[config.mk]
export PLATFORM = sky130hd
export DESIGN_NAME = board_interrupt_priority_logic
export DESIGN_NICKNAME = d
export VERILOG_FILES = /design/src/rtl/irq_prio_pkg.sv /design/src/rtl/irq_source_cell.sv /design/src/rtl/board_interrupt_priority_logic.sv
export SDC_FILE = /design/constraint.sdc
export NUM_CORES = 1
export LEC_CHECK = 0
export BUFFER_PORTS_ARGS = -buffer_cell sky130_fd_sc_hd__buf_2
export CAP_MARGIN = 20
export CORE_MARGIN = 10
export CORE_UTILIZATION = 35
export CTS_CLUSTER_DIAMETER = 100
export DETAILED_ROUTE_END_ITERATION = 12
export PLACE_DENSITY = 0.52
export SYNTH_ARGS = -nofsm -noshare
export SYNTH_HDL_FRONTEND = slang
export SYNTH_HIERARCHICAL = 1
export SYNTH_SLANG_ARGS = --single-unit
export TNS_END_PERCENT = 5
[constraint.sdc]
create_clock -name clk_i -period 28.7 [get_ports clk_i]
set_clock_uncertainty 0.05 [all_clocks]
set_input_delay 1.435 -clock clk_i [delete_from_list [all_inputs] [get_ports clk_i]]
set_output_delay 1.435 -clock clk_i [all_outputs]
set_load 0.01 [all_outputs]
[src/rtl/irq_prio_pkg.sv]
package irq_prio_pkg;

  // ****************************************************************
  // source numbering
  // ****************************************************************
  localparam int NUM_SRC    = 9;   // three external lines and six peripherals
  localparam int NUM_CAND   = 10;  // sources plus the encoded-level candidate
  localparam int ENC_IDX    = 9;   // candidate slot of the encoded-level bus
  localparam int SRC_LINE7  = 0;
  localparam int SRC_LINE4  = 1;
  localparam int SRC_LINE1  = 2;
  localparam int SRC_TIMER1 = 3;
  localparam int SRC_DOG    = 5;
  localparam int SRC_UART1  = 6;
  localparam int SRC_TWO    = 8;

  // ****************************************************************
  // levels and priorities
  // ****************************************************************
  localparam logic [2:0] LEVEL_NONE   = 3'h0;  // level zero means source disabled
  localparam logic [2:0] LEVEL_NMI    = 3'h7;  // passes any mask
  localparam logic [1:0] ENC_REL_PRIO = 2'h3;

  // reset configuration, source 8 in the top bits down to source 0
  localparam logic [26:0] DEF_LEVELS = {3'h3, 3'h3, 3'h3, 3'h7, 3'h5, 3'h5, 3'h1, 3'h4, 3'h7};
  localparam logic [17:0] DEF_PRIOS  = {2'h0, 2'h1, 2'h2, 2'h2, 2'h2, 2'h3, 2'h1, 2'h0, 2'h3};
  localparam logic [8:0]  DEF_AUTOVEC = 9'h1df;  // all but the watchdog

  // ****************************************************************
  // vectors and timing
  // ****************************************************************
  localparam logic [7:0] AUTOVECTOR_BASE = 8'h18;  // entry for level n is base plus n
  localparam logic [7:0] SPURIOUS_VECTOR = 8'h18;  // used when no source answers
  localparam int CLK_PERIOD_NS      = 10;
  localparam int VECTOR_WAIT_NS     = 160;
  localparam int VECTOR_WAIT_CYCLES = (VECTOR_WAIT_NS / CLK_PERIOD_NS < 1) ? 1 :
                                      VECTOR_WAIT_NS / CLK_PERIOD_NS;

  typedef enum logic [0:0] {ACK_IDLE, ACK_WAIT} ack_state_e;

endpackage : irq_prio_pkg

[src/rtl/irq_source_cell.sv]
`timescale 1ns/1ps
module irq_source_cell #(
  parameter logic [2:0] DEF_LEVEL   = 3'h0,
  parameter logic [1:0] DEF_PRIO    = 2'h0,
  parameter logic       DEF_AUTOVEC = 1'b1
) (
  input  wire logic       clk_i,
  input  wire logic       sys_rst_i,
  input  wire logic       cfg_we_i,
  input  wire logic [2:0] cfg_level_i,
  input  wire logic [1:0] cfg_prio_i,
  input  wire logic       cfg_autovec_i,
  input  wire logic       request_i,
  input  wire logic [2:0] mask_i,
  output logic      [4:0] key_o,
  output logic            eligible_o,
  output logic            autovec_o
);

  logic [2:0] level;
  logic [1:0] prio;

  // per-source level, relative priority and vector mode
  always_ff @(posedge clk_i or posedge sys_rst_i) begin
    if (sys_rst_i) begin
      level     <= DEF_LEVEL;
      prio      <= DEF_PRIO;
      autovec_o <= DEF_AUTOVEC;
    end else if (cfg_we_i) begin
      level     <= cfg_level_i;
      prio      <= cfg_prio_i;
      autovec_o <= cfg_autovec_i;
    end
  end

  // request counts only above the mask, level seven always
  always_comb begin
    key_o      = {level, prio};
    eligible_o = request_i && (level != irq_prio_pkg::LEVEL_NONE) &&
                 ((level > mask_i) || (level == irq_prio_pkg::LEVEL_NMI));
  end

endmodule : irq_source_cell

[src/rtl/board_interrupt_priority_logic.sv]
// Overview of operation
// seven request levels; level zero means no request.
// accept only above status mask; acknowledge at instruction end.
// a vectoring source answers the acknowledge with its vector number.
// autovectored source gives no vector; entry follows the level.
// three external lines: encoded level bus or individual lines seven, four, one.
// six peripheral sources: two timers, watchdog, two UARTs, two-wire bus.
// every source programmable to any level, relative priority 0 to 3.
// watchdog defaults to level 7, priority 2, vectored.
// UARTs level 3 priority 2 and 1, two-wire bus priority 0, autovector.
// timers level 5, priorities 3 and 2, autovector.
// abort on level-seven line is non-maskable, priority 3, autovector.
// abort circuit debounces and holds request at least 30 us.
// level-one line defaults to level 1, priority 1, autovector.
// board stays in individual-line mode; encoded mode loses the network line.
// highest level, then highest relative priority wins; only it is acknowledged.
`timescale 1ns/1ps
module board_interrupt_priority_logic (
  input  wire logic       clk_i,
  input  wire logic       sys_rst_i,
  input  wire logic       level_seven_request_line_n_i,
  input  wire logic       level_four_request_line_n_i,
  input  wire logic       level_one_request_line_n_i,
  input  wire logic       encoded_mode_i,
  input  wire logic [5:0] peripheral_request_i,
  input  wire logic [2:0] current_mask_i,
  input  wire logic       instruction_done_i,
  input  wire logic       cfg_write_i,
  input  wire logic [3:0] cfg_select_i,
  input  wire logic [2:0] cfg_level_i,
  input  wire logic [1:0] cfg_prio_i,
  input  wire logic       cfg_autovector_i,
  input  wire logic       source_vector_valid_i,
  input  wire logic [7:0] source_vector_i,
  output logic            request_pending_o,
  output logic      [2:0] pending_level_o,
  output logic            iack_o,
  output logic      [2:0] iack_level_o,
  output logic      [9:0] iack_source_o,
  output logic            autovectored_o,
  output logic      [7:0] vector_o,
  output logic            vector_valid_o
);

  // ****************************************************************
  // source requests
  // ****************************************************************
  logic [8:0]  src_request;
  logic [2:0]  line_active;
  logic [2:0]  enc_level;
  logic [9:0]  cand_ok;
  logic [9:0]  cand_auto;
  logic [4:0]  cand_key [10];

  // external lines are active low; encoded mode reads them as one level
  always_comb begin
    line_active = ~{level_one_request_line_n_i, level_four_request_line_n_i,
                    level_seven_request_line_n_i};
    enc_level   = ~{level_seven_request_line_n_i, level_four_request_line_n_i,
                    level_one_request_line_n_i};
    src_request = {peripheral_request_i,
                   line_active & {3{~encoded_mode_i}}};
  end

  // one configurable cell per source
  genvar g;
  generate
    for (g = 0; g < irq_prio_pkg::NUM_SRC; g++) begin : g_src
      irq_source_cell #(
        .DEF_LEVEL   (irq_prio_pkg::DEF_LEVELS[3*g +: 3]),
        .DEF_PRIO    (irq_prio_pkg::DEF_PRIOS[2*g +: 2]),
        .DEF_AUTOVEC (irq_prio_pkg::DEF_AUTOVEC[g])
      ) u_cell (
        .clk_i         (clk_i),
        .sys_rst_i     (sys_rst_i),
        .cfg_we_i      (cfg_write_i && (cfg_select_i == 4'(g))),
        .cfg_level_i   (cfg_level_i),
        .cfg_prio_i    (cfg_prio_i),
        .cfg_autovec_i (cfg_autovector_i),
        .request_i     (src_request[g]),
        .mask_i        (current_mask_i),
        .key_o         (cand_key[g]),
        .eligible_o    (cand_ok[g]),
        .autovec_o     (cand_auto[g])
      );
    end
  endgenerate

  // encoded level bus as its own candidate, always autovectored
  // continuous drive keeps one driver kind on the candidate arrays
  assign cand_key[irq_prio_pkg::ENC_IDX]  = {enc_level, irq_prio_pkg::ENC_REL_PRIO};
  assign cand_auto[irq_prio_pkg::ENC_IDX] = 1'b1;
  assign cand_ok[irq_prio_pkg::ENC_IDX]   = encoded_mode_i &&
      (enc_level != irq_prio_pkg::LEVEL_NONE) &&
      ((enc_level > current_mask_i) || (enc_level == irq_prio_pkg::LEVEL_NMI));

  // ****************************************************************
  // arbitration
  // ****************************************************************
  logic       win_found;
  logic [4:0] win_key;
  logic [3:0] win_idx;

  // largest level/priority key wins, lowest slot breaks exact ties
  always_comb begin
    win_found = 1'b0;
    win_key   = 5'h00;
    win_idx   = 4'h0;
    for (int i = 0; i < irq_prio_pkg::NUM_CAND; i++) begin
      if (cand_ok[i] && (!win_found || (cand_key[i] > win_key))) begin
        win_found = 1'b1;
        win_key   = cand_key[i];
        win_idx   = 4'(i);
      end
    end
  end

  // registered view of the current winner
  always_ff @(posedge clk_i or posedge sys_rst_i) begin
    if (sys_rst_i) begin
      request_pending_o <= 1'b0;
      pending_level_o   <= 3'h0;
    end else begin
      request_pending_o <= win_found;
      pending_level_o   <= win_found ? win_key[4:2] : irq_prio_pkg::LEVEL_NONE;
    end
  end

  // ****************************************************************
  // acknowledge cycle
  // ****************************************************************
  irq_prio_pkg::ack_state_e state;
  logic [4:0] wait_cnt;

  // start at an instruction boundary, then fetch or form the vector
  always_ff @(posedge clk_i or posedge sys_rst_i) begin
    if (sys_rst_i) begin
      state          <= irq_prio_pkg::ACK_IDLE;
      iack_o         <= 1'b0;
      iack_level_o   <= 3'h0;
      iack_source_o  <= 10'h000;
      autovectored_o <= 1'b0;
      vector_o       <= 8'h00;
      vector_valid_o <= 1'b0;
      wait_cnt       <= 5'h00;
    end else begin
      vector_valid_o <= 1'b0;
      case (state)
        irq_prio_pkg::ACK_IDLE: begin
          if (instruction_done_i && win_found) begin
            state          <= irq_prio_pkg::ACK_WAIT;
            iack_o         <= 1'b1;
            iack_level_o   <= win_key[4:2];
            iack_source_o  <= 10'h001 << win_idx;
            autovectored_o <= cand_auto[win_idx];
            wait_cnt       <= 5'h00;
          end
        end
        irq_prio_pkg::ACK_WAIT: begin
          wait_cnt <= wait_cnt + 5'h01;
          if (autovectored_o) begin
            vector_o       <= irq_prio_pkg::AUTOVECTOR_BASE + 8'(iack_level_o);
            vector_valid_o <= 1'b1;
            iack_o         <= 1'b0;
            state          <= irq_prio_pkg::ACK_IDLE;
          end else if (source_vector_valid_i) begin
            vector_o       <= source_vector_i;
            vector_valid_o <= 1'b1;
            iack_o         <= 1'b0;
            state          <= irq_prio_pkg::ACK_IDLE;
          end else if (wait_cnt == 5'(irq_prio_pkg::VECTOR_WAIT_CYCLES - 1)) begin
            vector_o       <= irq_prio_pkg::SPURIOUS_VECTOR;  // silent source
            vector_valid_o <= 1'b1;
            iack_o         <= 1'b0;
            state          <= irq_prio_pkg::ACK_IDLE;
          end
        end
        default: begin
          state  <= irq_prio_pkg::ACK_IDLE;
          iack_o <= 1'b0;
        end
      endcase
    end
  end
endmodule : board_interrupt_priority_logic

==> results of run 1 <==
[final cells by class]
class                      instances  share of cell area, %
inverter                          66                  3.343
clock inverter                     7                 0.9792
multi-input combinational        551                  53.76
sequential                        88                  30.31
timing repair buffer              67                  4.626
tap                              234                  3.951
clock buffer                       9                  3.039
[worst max path at each step]
stage / startpoint / endpoint / slack (ns) / cells past startpoint
floorplan: current_mask_i[2] / iack_source_o[2] / 12.97 / 83
finish: current_mask_i[2] / iack_level_o[1] / 9.78 / 73
global route: current_mask_i[2] / iack_level_o[0] / 8.50 / 72
CTS: current_mask_i[2] / iack_source_o[2] / 9.83 / 74
detailed placement: current_mask_i[2] / iack_source_o[2] / 9.48 / 74
global placement: current_mask_i[2] / iack_source_o[2] / 10.10 / 74
[Yosys cell counts, types with 3 or more instances]
cell type	instances
nand2_1	91
ha_1	74
inv_1	66
dfrtp_1	53
mux2_2	51
o21ai_0	50
a21oi_1	36
dfstp_2	35
nor2_1	32
nand3_1	23
nand4_1	14
nand2b_1	12
buf_2	11
nor2b_1	11
clkbuf_1	10
mux2i_1	10
o21ai_1	10
a21o_1	9
o2111ai_1	9
or2_0	9
nor3_1	8
a31oi_1	7
and3_1	6
o21a_1	6
and2_1	5
nor4_1	5
a22oi_1	4
o211ai_1	4
a211o_1	3
a2bb2oi_1	3
a31o_2	3
a32o_1	3
o21bai_1	3
o221ai_1	3
o22ai_1	3
o31ai_1	3
o41ai_1	3
or2_2	3
or3_1	3
[cell families after synthesis]
family,after synthesis,synth area share [%]
buf+inv,90,5.558
simple gates,236,17.91
flops,88,34.05
mux,61,10.22
xor+xnor,1,0.1328
compound gates,179,18.10
fa+ha+maj,74,14.04
[power breakdown]
| group | leakage, nW | internal [W] | switching, W |
|---|---|---|---|
| registers | 1.04 | 0.000172 | 0.0000389 |
| logic | 2.26 | 0.000165 | 0.000231 |
| clock network | 0.143 | 0.0000615 | 0.0000574 |
| total | 3.44 | 0.000398 | 0.000327 |
[layer usage]
metal | vias to the layer above | track usage [%] | share of wire [%]
met1 | 2762 | 19.86 | 45
li1 | 2742 | - | -
met4 | 0 | 5.387 | 2.2
met5 | - | 0 | 0
met2 | 145 | 25.98 | 48
met3 | 32 | 2.675 | 4.5
[worst register-to-register path: cells and delay by family, from the launching register on]
| family | cells | cell delay [ns] |
|---|---|---|
| compound gates | 39 | 9.13 |
| simple gates | 17 | 4.10 |
| fa+ha+maj | 10 | 2.70 |
| mux | 3 | 0.87 |
| flops | 1 | 0.57 |
| buf+inv | 2 | 0.41 |
[flip-flops by register name, summed over array words and instances (netlist names)]
register / flops
iack_level_o: 3
vector_o: 8
wait_cnt: 5
vector_valid_o: 1
autovectored_o: 1
state: 1
g_src.u_cell/prio: 18
request_pending_o: 1
g_src.u_cell/level: 27
iack_source_o: 10
pending_level_o: 3
iack_o: 1
g_src.u_cell/autovec_o: 9
[metrics by stage]
stage                     setup WS (ns)  hold slack (ns)  utilization (%)  cells  total power (W)
final                             9.782           0.4206            39.75   1022        0.0007253
after global routing              8.501           0.4472            39.75   1022        0.0007935
after CTS                         9.834           0.4307            39.72   1021        0.0007281
after detailed placement          9.477           0.4131            38.13   1005        0.0006062
after global placement            10.10           0.3948            38.13   1005        0.0005945
after floorplan                   12.97           0.4148                -    729        0.0004931
==> flow_summary.json, run 1 <==
{
  "required_ns": 28.89,
  "hold-path-cell-count": 2,
  "rrSetupSlack_ns": 10.79,
  "finalWirelength_um": 19050,
  "finalCriticalPeriod_ns": 18.92,
  "vias": 5681,
  "start_kind": "primary input",
  "die_area_mm2": 0.02474,
  "syn_area_mm2": 0.006596,
  "cts_hold_buf": 0,
  "synth_top_area_share_pct": 20.11,
  "timing.rr.start": "g_src[0].u_cell/level[2]",
  "slew_violations": 0,
  "clock_latency_ns": 0.35,
  "worst_path_most_repeated_cell": "ha_1",
  "cpLargestDelayFamily": "compound AO/OA/AOI/OAI gates",
  "timing.slew.headroom_pct": 31.04,
  "hold_viol": 0,
  "grt_pass1_vias": 5757,
  "fin_tns_setup_ns": 0,
  "synth_top_area_cell": "dfrtp_1",
  "cts_made_buffers": 9,
  "syn_to_final_growth_pct": 12.35,
  "die_y_um": 157.3,
  "clk_root_buffer_cell": "clkbuf_16",
  "grt_use_total_pct": 15.58,
  "cp_num_buf_inv": 4,
  "ir_drop_uv": 34.53,
  "status": "complete, no violations",
  "ant_nets": 0,
  "arrival_ns": 19.11,
  "cpPeakStageDelay_ns": 0.67,
  "grt_antenna_before_repair": 0,
  "grt_overflow": 0,
  "synth_cell_types": 64,
  "die_x_um": 157.3,
  "pin_count": 64,
  "r2r-end": "iack_level_o[1]",
  "clkTransAtPathRegs_ns": 0.07,
  "drive_gt1_share_pct": 24.11,
  "core_mm2": 0.01864,
  "drt_iter0_drc": 316,
  "max_freq_ghz": 0.05286,
  "synth_area_per_cell_um2": 9.048,
  "async_flop_share_pct": 100.0,
  "hold_end": "vector_o[4]",
  "rows": 50,
  "placed_area_mm2": 0.007108,
  "regArea_mm2": 0.002246,
  "antennaDiodeCount": 0,
  "leakagePower_nw": 3.436,
  "routabilityCongestion": 0.9389,
  "vias_per_cell": 5.559,
  "p_per_area_mw_per_mm2": 97.87,
  "start_util_pct": 35.38,
  "post-route-drc-count": 0,
  "critPathCaptureType": "flip-flop",
  "drv_cap": 0,
  "synth_seq_cells": 88,
  "setup_violations": 0,
  "layout_commonest_cell": "nand2_1",
  "worst_hold_path_type": "flip-flop to flip-flop",
  "crit_path_top_delay_cell": "o41ai_4",
  "synth_ff_type": "dfrtp_1",
  "syn_inst": 729,
  "syn_nets": 839,
  "yosys_warnings": 6,
  "multi_input_area_mm2": 0.003984,
  "post-cts-setup-buffer-count": 0,
  "final.fill_count": 1870,
  "post_cts_resized": 0,
  "synth_area_leaders": "dfrtp_1 (20%), ha_1 (14%), dfstp_2 (14%)",
  "rsz0062_at_grt": "no",
  "clock_path_buffers": 2,
  "worstSetupPathType": "primary input to flip-flop",
  "min_from": "vector_o[4]",
  "synth_edf_count": 0,
  "ctsHtreeMaxLevel": 3,
  "worst-path-max-fanout": 20,
  "final_cell_mix": "nand2_1 (91), ha_1 (74), inv_1 (66)",
  "grt_max_degree": 35,
  "cts.sinks": 88,
  "tritoncts": "built",
  "dr.pass1.iters": 5,
  "period_share_pct": 65.92,
  "fin_nets": 893,
  "synth-seq-area-share_pct": 34.05,
  "portBuffers": 63,
  "hpwlAfterDp_um": 15220,
  "grt_pass1_wl_um": 30480,
  "r2r_cells": 71,
  "postLayoutCellArea_mm2": 0.007411,
  "wl_per_cell_um": 18.64,
  "worst_slew_pin_slew_ns": 1.027
}
Note: power is estimated with default switching activity, not from simulation.
==> run 2: changes to the inputs <==
==> constraint.sdc (replaced) <==
create_clock -name clk_i -period 19.3 [get_ports clk_i]
set_clock_uncertainty 0.05 [all_clocks]
set_input_delay 0.965 -clock clk_i [delete_from_list [all_inputs] [get_ports clk_i]]
set_output_delay 0.965 -clock clk_i [all_outputs]
set_load 0.01 [all_outputs]
==> flow_summary.json, run 2 (synthesized netlist as in run 1, its figures left out) <==
{
  "status": "complete, no violations",
  "die_x_um": 157.3,
  "period_share_pct": 92.73,
  "slew_violations": 0,
  "worst_slew_pin_slew_ns": 1.092,
  "drive_gt1_share_pct": 24.11,
  "cts_hold_buf": 0,
  "p_per_area_mw_per_mm2": 145.7,
  "rrSetupSlack_ns": 1.97,
  "leakagePower_nw": 3.436,
  "min_from": "vector_o[3]",
  "start_util_pct": 35.38,
  "cts_made_buffers": 9,
  "total_power_w": 0.001079,
  "clock_path_buffers": 2,
  "largestRegisters": "g_src.u_cell/level x27, g_src.u_cell/prio x18, iack_source_o x10",
  "drt_iter0_drc": 312,
  "grt_overflow": 0,
  "finalWirelength_um": 18970,
  "fin_tns_setup_ns": 0,
  "fin_nets": 893,
  "cpLargestDelayFamily": "compound AO/OA/AOI/OAI gates",
  "grt_max_degree": 35,
  "worst_path_most_repeated_cell": "ha_1",
  "worstSetupPathType": "primary input to flip-flop",
  "syn_to_final_growth_pct": 12.31,
  "portBuffers": 63,
  "rows": 50,
  "core_mm2": 0.01864,
  "layout_commonest_cell": "nand2_1",
  "worst-path-max-fanout": 20,
  "arrival_ns": 18.10,
  "timing.rr.start": "g_src[0].u_cell/level[2]",
  "r2r_cells": 70,
  "cpPeakStageDelay_ns": 0.68,
  "routabilityCongestion": 0.9401,
  "cp_num_cells": 72,
  "grt_use_total_pct": 15.65,
  "cp_num_buf_inv": 6,
  "largest_reg_flops": 27,
  "start_kind": "primary input",
  "grt_antenna_before_repair": 0,
  "ctsHtreeMaxLevel": 3,
  "post_cts_resized": 0,
  "r2r-end": "iack_source_o[2]",
  "vias": 5620,
  "crit_path_end": "iack_source_o[2]",
  "required_ns": 19.50,
  "startpoint": "current_mask_i[2]",
  "post-cts-setup-buffer-count": 0,
  "hold_viol": 0,
  "clock_latency_ns": 0.36,
  "max_freq_ghz": 0.05587,
  "finalCriticalPeriod_ns": 17.90,
  "ant_nets": 0,
  "grt_pass1_vias": 5576,
  "rsz0062_at_grt": "no",
  "wl_per_cell_um": 18.56,
  "pin_count": 64,
  "timing.slew.headroom_pct": 26.61,
  "clkTransAtPathRegs_ns": 0.08,
  "setup_violations": 0,
  "cts.sinks": 88,
  "final_cell_mix": "nand2_1 (91), ha_1 (74), inv_1 (66)",
  "antennaDiodeCount": 0,
  "crit_path_top_delay_cell": "o41ai_4",
  "grt_pass1_wl_um": 30380,
  "drv_cap": 0,
  "hpwlAfterDp_um": 15140,
  "vias_per_cell": 5.499,
  "ir_drop_uv": 50.69,
  "largest_register": "g_src.u_cell/level",
  "clk_root_buffer_cell": "clkbuf_16",
  "placed_area_mm2": 0.007116,
  "post-route-drc-count": 0,
  "die_y_um": 157.3,
  "worst_hold_path_type": "flip-flop to flip-flop",
  "postLayoutCellArea_mm2": 0.007408,
  "tritoncts": "built",
  "dr.pass1.iters": 5,
  "die_area_mm2": 0.02474,
  "critPathCaptureType": "flip-flop"
}
[run 2: through the flow]
step           setup slack (ns)  cells  hold WS [ns]  util [%]
2_1_floorplan             4.040    729        0.4148         -
3_3_place_gp              1.763   1006        0.3950     38.17
3_5_place_dp              1.211   1006        0.4084     38.17
4_1_cts                   1.573   1022        0.4257     39.74
5_1_grt                 0.07877   1022        0.4608     39.74
6_report                  1.403   1022        0.4169     39.74
[run 2: worst min path at each step]
| stage | slack [ns] | end | cells past startpoint |
|---|---|---|---|
| finish | 0.42 | vector_o[3] | 2 |
| global route | 0.46 | vector_o[3] | 2 |
| CTS | 0.43 | vector_o[3] | 2 |
| detailed placement | 0.41 | vector_o[3] | 2 |
| global placement | 0.39 | vector_o[4] | 2 |
| floorplan | 0.41 | wait_cnt[2] | 1 |
[run 2: worst reg2reg max path, delay by kind of cell, from the launching register on]
kind                       cells  cell delay, ns
DFF                            1            0.57
adders and majority gates     10            2.61
buffers and inverters          4            0.43
muxes                          2            0.64
AOI/OAI and AO/OA             38            8.85
and+or+nand+nor               16            4.06
[run 2: per-layer routing]
metal | wire length [um] | track usage (%) | vias up
li1 | - | - | 2748
met1 | 8763 | 20.12 | 2707
met2 | 9103 | 25.98 | 133
met3 | 683 | 2.484 | 32
met4 | 422 | 5.521 | 0
met5 | 0 | 0 | -
[run 2: power breakdown]
group / internal [W] / leakage (nW) / total, W / switching [W]
sequential: 0.000256 / 1.04 / 0.000314 / 0.0000579
clock: 0.0000913 / 0.142 / 0.000178 / 0.0000863
combinational: 0.000245 / 2.26 / 0.000588 / 0.000343
[run 2: final cells by class]
type	instances	area (um2)
Inverter	66	247.7
Fill cell	1837	11230
Multi-Input combinational cell	551	3984
Clock inverter	7	67.56
Tap cell	234	292.8
Timing Repair Buffer	67	345.3
Sequential cell	88	2246
Clock buffer	9	225.2
